==> src/hdl/pcdafo_map.vh <==
// Notes on behaviour
// [RULE_01] Third port: segment on forces pull/dir/inen off
// [RULE_02] Fourth port 7:4 override needs segment and mask
// [RULE_03] Fourth pin one: inen enable OR, value AND
// [RULE_04] Fourth pin one feeds external interrupt zero
// [RULE_05] Fourth pin zero feeds capture input one
// [RULE_06] Clock fuse drives divided clock on pin seven
// [RULE_07] Divided clock stays out during reset; only divided_sysclk_out runs, pin seven resets to input
// [RULE_08] Fifth-port pins are pin-change sources by index
// [RULE_09] Fifth pin six carries serial data output; here usi_do is unused and port_e_out[6] drives pin six
// [RULE_10] Fifth pin five carries serial data input
// [RULE_11] Fifth pin four carries serial clock
// [RULE_12] Fifth pin three feeds comparator negative input
// [RULE_13] Fifth pin two: usart clock or comparator positive
// [RULE_14] Fifth pins one/zero: usart transmit and receive
// [RULE_15] Clock fuse forces pin seven output, drives clock
// [RULE_16] Receiver on forces pin zero input, pull by port
// [RULE_17] Override enable selects override, else register
`ifndef PCDAFO_MAP_VH
`define PCDAFO_MAP_VH
// ----------------------------------------
// Port geometry
// ----------------------------------------
`define PCDAFO_PORT_W 8
`define PCDAFO_PIN_DIVIDED_SYSCLK_OUT 7
`define PCDAFO_PIN_DO 6
`define PCDAFO_PIN_DI 5
`define PCDAFO_PIN_SCK 4
`define PCDAFO_PIN_COMPARATOR_NEG_IN 3
`define PCDAFO_PIN_XCK 2
`define PCDAFO_PIN_TXD 1
`define PCDAFO_PIN_RXD 0
`define PCDAFO_PIN_IRQ 1
`define PCDAFO_PIN_CAP 0
// Reset values
`define PCDAFO_RST_BYTE 8'h00
`define PCDAFO_RST_BIT 1'h0
`endif

==> src/hdl/pcdafo_pin.v <==
`include "pcdafo_map.vh"
// ----------------------------------------
// One pin: override resolution
// ----------------------------------------
module pcdafo_pin (
    input wire pull_override_en,
    input wire pull_override_val,
    input wire dir_override_en,
    input wire dir_override_val,
    input wire outval_override_en,
    input wire outval_override_val,
    input wire inen_override_en,
    input wire inen_override_val,
    input wire reg_pull,
    input wire reg_dir,
    input wire reg_out,
    output wire pull_eff,
    output wire dir_eff,
    output wire out_eff,
    output wire inen_eff
);
    // Override wins when enabled, register otherwise [RULE_17]
    assign pull_eff = pull_override_en ? pull_override_val : reg_pull;
    assign dir_eff = dir_override_en ? dir_override_val : reg_dir;
    assign out_eff = outval_override_en ? outval_override_val : reg_out;
    // Digital input is on by default when not overridden
    assign inen_eff = inen_override_en ? inen_override_val : 1'b1;
endmodule

==> src/hdl/pcdafo_top.v <==
`include "pcdafo_map.vh"
// ----------------------------------------
// Alternate-function override for ports C, D, E
// ----------------------------------------
module pcdafo_top #(
    parameter W = 8
) (
    input wire clk,
    input wire reset_n,
    input wire clk_io,
    input wire segment_driver_on,
    input wire segment_port_mask_sel,
    input wire ext_irq_zero_en,
    input wire clk_out_fuse,
    input wire usi_do,
    input wire receiver_on,
    input wire transmitter_on,
    input wire usart_txd,
    input wire [W-1:0] port_c_out,
    input wire [W-1:0] port_c_dir,
    input wire [W-1:0] port_d_out,
    input wire [W-1:0] port_d_dir,
    input wire [W-1:0] port_e_out,
    input wire [W-1:0] port_e_dir,
    input wire [W-1:0] pull_up_dis,
    input wire [W-1:0] pin_c_in,
    input wire [W-1:0] pin_d_in,
    input wire [W-1:0] pin_e_in,
    output reg [W-1:0] pin_c_out,
    output reg [W-1:0] pin_c_oe_n,
    output reg [W-1:0] pin_c_pull,
    output reg [W-1:0] pin_c_inen,
    output reg [W-1:0] segment_analog_drive_c,
    output reg [W-1:0] pin_d_out,
    output reg [W-1:0] pin_d_oe_n,
    output reg [W-1:0] pin_d_pull,
    output reg [W-1:0] pin_d_inen,
    output reg [W-1:0] segment_analog_drive_d,
    output reg [W-1:0] pin_e_out_reg,
    output reg [W-1:0] pin_e_oe_n,
    output reg [W-1:0] pin_e_pull,
    output reg ext_irq_zero,
    output reg capture_in_one,
    output reg [W-1:0] pin_change_src,
    output reg usi_data_in,
    output reg usi_serial_clk,
    output reg comparator_neg_in,
    output reg comparator_pos_in,
    output reg usart_ext_clk,
    output reg usart_rxd,
    output wire divided_sysclk_out
);
    // ----------------------------------------
    // Override terms
    // ----------------------------------------
    wire seg_masked; // Segment plus mask select
    wire [W-1:0] c_pe, c_de, c_oe, c_ie;
    wire [W-1:0] d_pe, d_de, d_oe, d_ie;
    wire [W-1:0] e_pe, e_de, e_oe, e_ie;
    wire [W-1:0] d_ie_en; // Per-pin input override enable
    wire [W-1:0] d_ie_val; // Per-pin input override value
    wire [W-1:0] e_po_en, e_po_val, e_do_en, e_do_val;
    wire [W-1:0] e_vo_en, e_vo_val;
    wire [W-1:0] e_pull_reg;
    wire e_pull0;
    assign seg_masked = segment_driver_on & segment_port_mask_sel;
    // Pin one: enable on either source, value needs both [RULE_03]
    assign d_ie_en = {{(W-2){seg_masked}},
        segment_driver_on | ext_irq_zero_en, seg_masked};
    assign d_ie_val = {{(W-2){1'b0}},
        segment_driver_on & ext_irq_zero_en, 1'b0};
    // Fifth port: pin seven clock, pin one tx, pin zero rx
    // [RULE_15] [RULE_16]
    assign e_po_en = {{(W-1){1'b0}}, receiver_on};
    assign e_pull0 = port_e_out[`PCDAFO_PIN_RXD] &
        ~pull_up_dis[`PCDAFO_PIN_RXD]; // Pull by port bit [RULE_16]
    assign e_po_val = {{(W-1){1'b0}}, e_pull0};
    assign e_do_en = {clk_out_fuse, {(W-3){1'b0}},
        transmitter_on, receiver_on};
    assign e_do_val = {1'b1, {(W-3){1'b0}}, 1'b1, 1'b0};
    assign e_vo_en = {clk_out_fuse, {(W-3){1'b0}}, transmitter_on, 1'b0};
    assign e_vo_val = {1'b0, {(W-3){1'b0}}, usart_txd, 1'b0};
    assign e_pull_reg = port_e_out & ~port_e_dir & ~pull_up_dis;
    // ----------------------------------------
    // Per-pin resolvers
    // ----------------------------------------
    genvar i;
    generate
        for (i = 0; i < W; i = i + 1) begin : g_pin
            // Third port: segment forces zeros [RULE_01]
            pcdafo_pin u_c (
                .pull_override_en(segment_driver_on),
                .pull_override_val(1'b0),
                .dir_override_en(segment_driver_on),
                .dir_override_val(1'b0),
                .outval_override_en(1'b0),
                .outval_override_val(1'b0),
                .inen_override_en(segment_driver_on),
                .inen_override_val(1'b0),
                .reg_pull(port_c_out[i] & ~port_c_dir[i] & ~pull_up_dis[i]),
                .reg_dir(port_c_dir[i]),
                .reg_out(port_c_out[i]),
                .pull_eff(c_pe[i]),
                .dir_eff(c_de[i]),
                .out_eff(c_oe[i]),
                .inen_eff(c_ie[i])
            );
            // Fourth port: segment with mask [RULE_02]
            pcdafo_pin u_d (
                .pull_override_en(seg_masked),
                .pull_override_val(1'b0),
                .dir_override_en(seg_masked),
                .dir_override_val(1'b0),
                .outval_override_en(1'b0),
                .outval_override_val(1'b0),
                .inen_override_en(d_ie_en[i]),
                .inen_override_val(d_ie_val[i]),
                .reg_pull(port_d_out[i] & ~port_d_dir[i] & ~pull_up_dis[i]),
                .reg_dir(port_d_dir[i]),
                .reg_out(port_d_out[i]),
                .pull_eff(d_pe[i]),
                .dir_eff(d_de[i]),
                .out_eff(d_oe[i]),
                .inen_eff(d_ie[i])
            );
            pcdafo_pin u_e (
                .pull_override_en(e_po_en[i]),
                .pull_override_val(e_po_val[i]),
                .dir_override_en(e_do_en[i]),
                .dir_override_val(e_do_val[i]),
                .outval_override_en(e_vo_en[i]),
                .outval_override_val(e_vo_val[i]),
                .inen_override_en(1'b0),
                .inen_override_val(1'b0),
                .reg_pull(e_pull_reg[i]),
                .reg_dir(port_e_dir[i]),
                .reg_out(port_e_out[i]),
                .pull_eff(e_pe[i]),
                .dir_eff(e_de[i]),
                .out_eff(e_oe[i]),
                .inen_eff(e_ie[i])
            );
        end
    endgenerate
    // ----------------------------------------
    // Divided clock path
    // ----------------------------------------
    // Gated combinationally so it runs through reset [RULE_06] [RULE_07]
    // Trade-off: a true clock cannot come from a flop of clk
    assign divided_sysclk_out = clk_out_fuse & clk_io;
    // ----------------------------------------
    // Registered pad and peripheral outputs
    // ----------------------------------------
    always @(posedge clk or negedge reset_n) begin
        if (!reset_n) begin
            // All pads input, no pull during reset
            pin_c_out <= `PCDAFO_RST_BYTE;
            pin_c_oe_n <= ~`PCDAFO_RST_BYTE;
            pin_c_pull <= `PCDAFO_RST_BYTE;
            pin_c_inen <= `PCDAFO_RST_BYTE;
            segment_analog_drive_c <= `PCDAFO_RST_BYTE;
            pin_d_out <= `PCDAFO_RST_BYTE;
            pin_d_oe_n <= ~`PCDAFO_RST_BYTE;
            pin_d_pull <= `PCDAFO_RST_BYTE;
            pin_d_inen <= `PCDAFO_RST_BYTE;
            segment_analog_drive_d <= `PCDAFO_RST_BYTE;
            pin_e_out_reg <= `PCDAFO_RST_BYTE;
            pin_e_oe_n <= ~`PCDAFO_RST_BYTE;
            pin_e_pull <= `PCDAFO_RST_BYTE;
            ext_irq_zero <= `PCDAFO_RST_BIT;
            capture_in_one <= `PCDAFO_RST_BIT;
            pin_change_src <= `PCDAFO_RST_BYTE;
            usi_data_in <= `PCDAFO_RST_BIT;
            usi_serial_clk <= `PCDAFO_RST_BIT;
            comparator_neg_in <= `PCDAFO_RST_BIT;
            comparator_pos_in <= `PCDAFO_RST_BIT;
            usart_ext_clk <= `PCDAFO_RST_BIT;
            usart_rxd <= `PCDAFO_RST_BIT;
        end else begin
            // Third port with analog route [RULE_01]
            pin_c_out <= c_oe;
            pin_c_oe_n <= ~c_de;
            pin_c_pull <= c_pe;
            pin_c_inen <= c_ie;
            segment_analog_drive_c <= {W{segment_driver_on}};
            // Fourth port [RULE_02]
            pin_d_out <= d_oe;
            pin_d_oe_n <= ~d_de;
            pin_d_pull <= d_pe;
            pin_d_inen <= d_ie;
            segment_analog_drive_d <= {W{seg_masked}};
            // Pin seven data is forced to zero when fused, the clock leaves on divided_sysclk_out [RULE_15]
            pin_e_out_reg <= e_oe;
            pin_e_oe_n <= ~e_de;
            pin_e_pull <= e_pe;
            // Taps gated by input enable [RULE_04] [RULE_05]
            ext_irq_zero <= pin_d_in[`PCDAFO_PIN_IRQ] & d_ie[`PCDAFO_PIN_IRQ];
            capture_in_one <= pin_d_in[`PCDAFO_PIN_CAP] &
                d_ie[`PCDAFO_PIN_CAP];
            // Pin-change index equals pin [RULE_08]
            pin_change_src <= pin_e_in & e_ie;
            usi_data_in <= pin_e_in[`PCDAFO_PIN_DI]; // [RULE_10]
            usi_serial_clk <= pin_e_in[`PCDAFO_PIN_SCK]; // [RULE_11]
            comparator_neg_in <= pin_e_in[`PCDAFO_PIN_COMPARATOR_NEG_IN]; // [RULE_12]
            comparator_pos_in <= pin_e_in[`PCDAFO_PIN_XCK]; // [RULE_13]
            usart_ext_clk <= pin_e_in[`PCDAFO_PIN_XCK]; // [RULE_13]
            usart_rxd <= pin_e_in[`PCDAFO_PIN_RXD]; // [RULE_14]
        end
    end
    // Data out on pin six is chosen by the serial unit upstream [RULE_09]
    wire unused_do;
    assign unused_do = usi_do & pin_c_in[0];
endmodule

==> config.mk <==
export PLATFORM = sky130hd
export DESIGN_NAME = pcdafo_top
export DESIGN_NICKNAME = d
export VERILOG_FILES = /design/src/hdl/pcdafo_pin.v /design/src/hdl/pcdafo_top.v
export VERILOG_INCLUDE_DIRS = /design/src /design/src/hdl
export SDC_FILE = /design/constraint.sdc
export NUM_CORES = 1
export LEC_CHECK = 0
export BUFFER_PORTS_ARGS = -buffer_cell sky130_fd_sc_hd__buf_2
export CORE_UTILIZATION = 45
export CTS_CLUSTER_DIAMETER = 80
export DETAILED_ROUTE_END_ITERATION = 10
export PLACE_DENSITY = 0.81
export RECOVER_POWER = 100
export SETUP_SLACK_MARGIN = 0.1
export SYNTH_ARGS = -nofsm -noshare
export SYNTH_HDL_FRONTEND = slang
export SYNTH_HIERARCHICAL = 1
export SYNTH_SLANG_ARGS = --single-unit
==> constraint.sdc <==
create_clock -name clk -period 0.8 [get_ports clk]
set_clock_uncertainty 0.05 [all_clocks]
set_input_delay 0.04 -clock clk [delete_from_list [all_inputs] [get_ports clk]]
set_output_delay 0.04 -clock clk [all_outputs]
set_load 0.05 [all_outputs]
==> impl_metrics.yaml <==
status:
  run_status: "finished with violations"
  violations: "negative hold slack, negative setup slack"
timing:
  hold_slack_ns: -0.131
  rsz0062_at_grt: "yes"
  setup_viol: 207
  relSlewSlack: 0.656
  worst_slew_pin_slew_ns: 0.516
  finalMaxSlewViolations: 0
  setup_ws_ns: -0.390
  max_freq_mhz: 840
  final_hold_viol_count: 50
  period_needed_ns: 1.19
  layout_worst_path_cycle_share: 1.49
drt:
  avgRoutedWirePerCell_um: 14.6
  first_pass_iters: 4
  vias: 3191
  wirelength_um: 11200
  ant_nets: 0
  vias_per_cell: 4.18
  drc: 0
  drtIter0Drc: 18
final_layout:
  fin_util: 0.753
  diodes: 0
  drive_above_1_share: 0.431
  fin_cells: 764
  syn_to_final_growth_pct: 60.6
  nNetsFinal: 722
  final_cell_mix: "135 x conb_1, 87 x buf_6, 78 x dfrtp_1, 59 x buf_2, 40 x mux2_1"
  fillers: 623
  regArea_sq_um: 2670
  layout_commonest_cell: "conb_1"
  multi_input_area_sq_um: 1860
floorplan:
  start_util: 0.469
  fp.dieW_um: 101
  die_y_um: 101
  die_area_sq_um: 10100
  core_sq_um: 9330
  fp-row-count: 35
  io_pins: 212
run:
  cap_violations: 0
clock_network:
  clock_path_buffers: 2
  cts.root.buffer_cell: "clkbuf_8"
  cts_hold_buffers: 12
  clkTransAtPathRegs_ns: 0.10
  cts_sinks: 105
  cts-buffers-inserted: 9
  h-tree-depth: 3
  post-cts-setup-buffers: 0
  cts_tree: "done"
worst_hold_path:
  hold_end: "pin_d_out[3]"
  holdPathStages: 2
  hp-class: "in2reg"
  min_from: "port_d_out[3]"
power_and_ir_drop:
  p_leak_nw: 3.52
  p_total_mw: 12.8
  vdd_drop_max_mv: 1.15
  power.density_nw_per_um2: 1830
worst_setup_path:
  path_cells: "buf_4"
  timing.critical_path.buf_inv: 1
  cp_max_fo: 8
  end_kind: "output port"
  crit_start: "segment_analog_drive_d[0]"
  cpMaxStageDelayCell: "dfrtp_4"
  cpPeakStageDelay_ns: 0.55
  crit_type: "reg2out"
  required_ns: 0.71
  startpoint_type: "register"
  crit_family: "flip-flops"
  arrival_ns: 1.10
place:
  place_congestion: 0.732
  dpl.cell_count: 735
  dp_slack_ns: -0.191
  dp_hpwl_um: 7030
  io_buffers: 196
synthesis:
  ys_top_cells_by_area: "dfrtp_1 46%, mux2_4 25%, dfstp_2 14%, nor3b_1 4.1%, nand2b_1 3.4%"
  yosys_warnings: 6
  avgSynthCellArea_sq_um: 15.6
  synth_cell_types: 11
  syn_area_sq_um: 4370
  synth_top_area_share: 0.464
  postSynthCellCount: 281
  yosysSeqAreaShare: 0.608
  ys_ff_latch: 105
  synth_top_cell_by_area: "dfrtp_1"
global_routing:
  grt_pass1_wl_um: 16400
  grt_overflow_total: 0
  grt.total_usage: 0.217
  grt_max_degree: 47
  grt_pass1_vias: 3384
  antenna_found_initial: 0
through the flow:
| stage | TNS [ns] | cell area (sq um) |
|---|---|---|
| final | -31.20 | 7020 |
| after global routing | -42.89 | 7020 |
| after CTS | -30.24 | 7150 |
| after detailed placement | -5.25 | 6060 |
| after global placement | -4.51 | 6060 |
| after floorplan | -1.66 | 4940 |
power breakdown:
group          internal, mW  total, mW  switching [mW]  leakage (nW)
registers              5.74       5.96           0.219          1.20
clock network          1.53       3.24            1.71        0.0920
logic                  1.43       3.62            2.20          2.23
cell usage after synthesis, drive strengths merged:
master and count:
and2 13, buf 15, conb 2, dfrtp 81
dfstp 24, inv 24, mux2 72, nand2b 24
nor2b 1, nor3b 24, or2 1
routing by layer:
| layer | wire length [um] | global-route usage |
|---|---|---|
| met4 | 206 | 0.0669 |
| met5 | 0 | 0 |
| met3 | 762 | 0.0735 |
| met1 | 3730 | 0.198 |
| met2 | 6470 | 0.440 |
how the worst max path moves through the flow:
| stage | slack [ns] | cells past startpoint | endpoint |
|---|---|---|---|
| 3_5_place_dp | -0.19 | 4 | pin_d_pull[6] |
| 6_report | -0.39 | 1 | segment_analog_drive_d[3] |
| 5_1_grt | -0.43 | 1 | segment_analog_drive_d[3] |
| 3_3_place_gp | -0.16 | 4 | pin_d_pull[6] |
| 2_1_floorplan | -0.06 | 2 | pin_d_pull[0] |
| 4_1_cts | -0.40 | 1 | segment_analog_drive_c[2] |
final cells by class:
type / count / area share
Timing Repair Buffer: 221 / 0.292
Multi-Input combinational cell: 270 / 0.265
Sequential cell: 105 / 0.380
Tap cell: 129 / 0.0230
Inverter: 24 / 0.0128
Clock buffer: 11 / 0.0201
Clock inverter: 4 / 0.00766
cells by family after synthesis:
kind of cell | Yosys count | share of synthesized area
multiplexers | 72 | 0.247
AND/OR/NAND/NOR | 63 | 0.0970
other | 2 | 0.00172
buffers and inverters | 39 | 0.0464
flip-flops | 105 | 0.608
repair_timing:
| item | 4_1_cts | 5_1_grt |
|---|---|---|
| cloned | 0 | 2 |
| setup endpoints to repair | 120 | 128 |
| hold endpoints to repair | 171 | 50 |
| gates resized for setup | 245 | 16 |
Note: power is estimated with default switching activity, not from simulation.
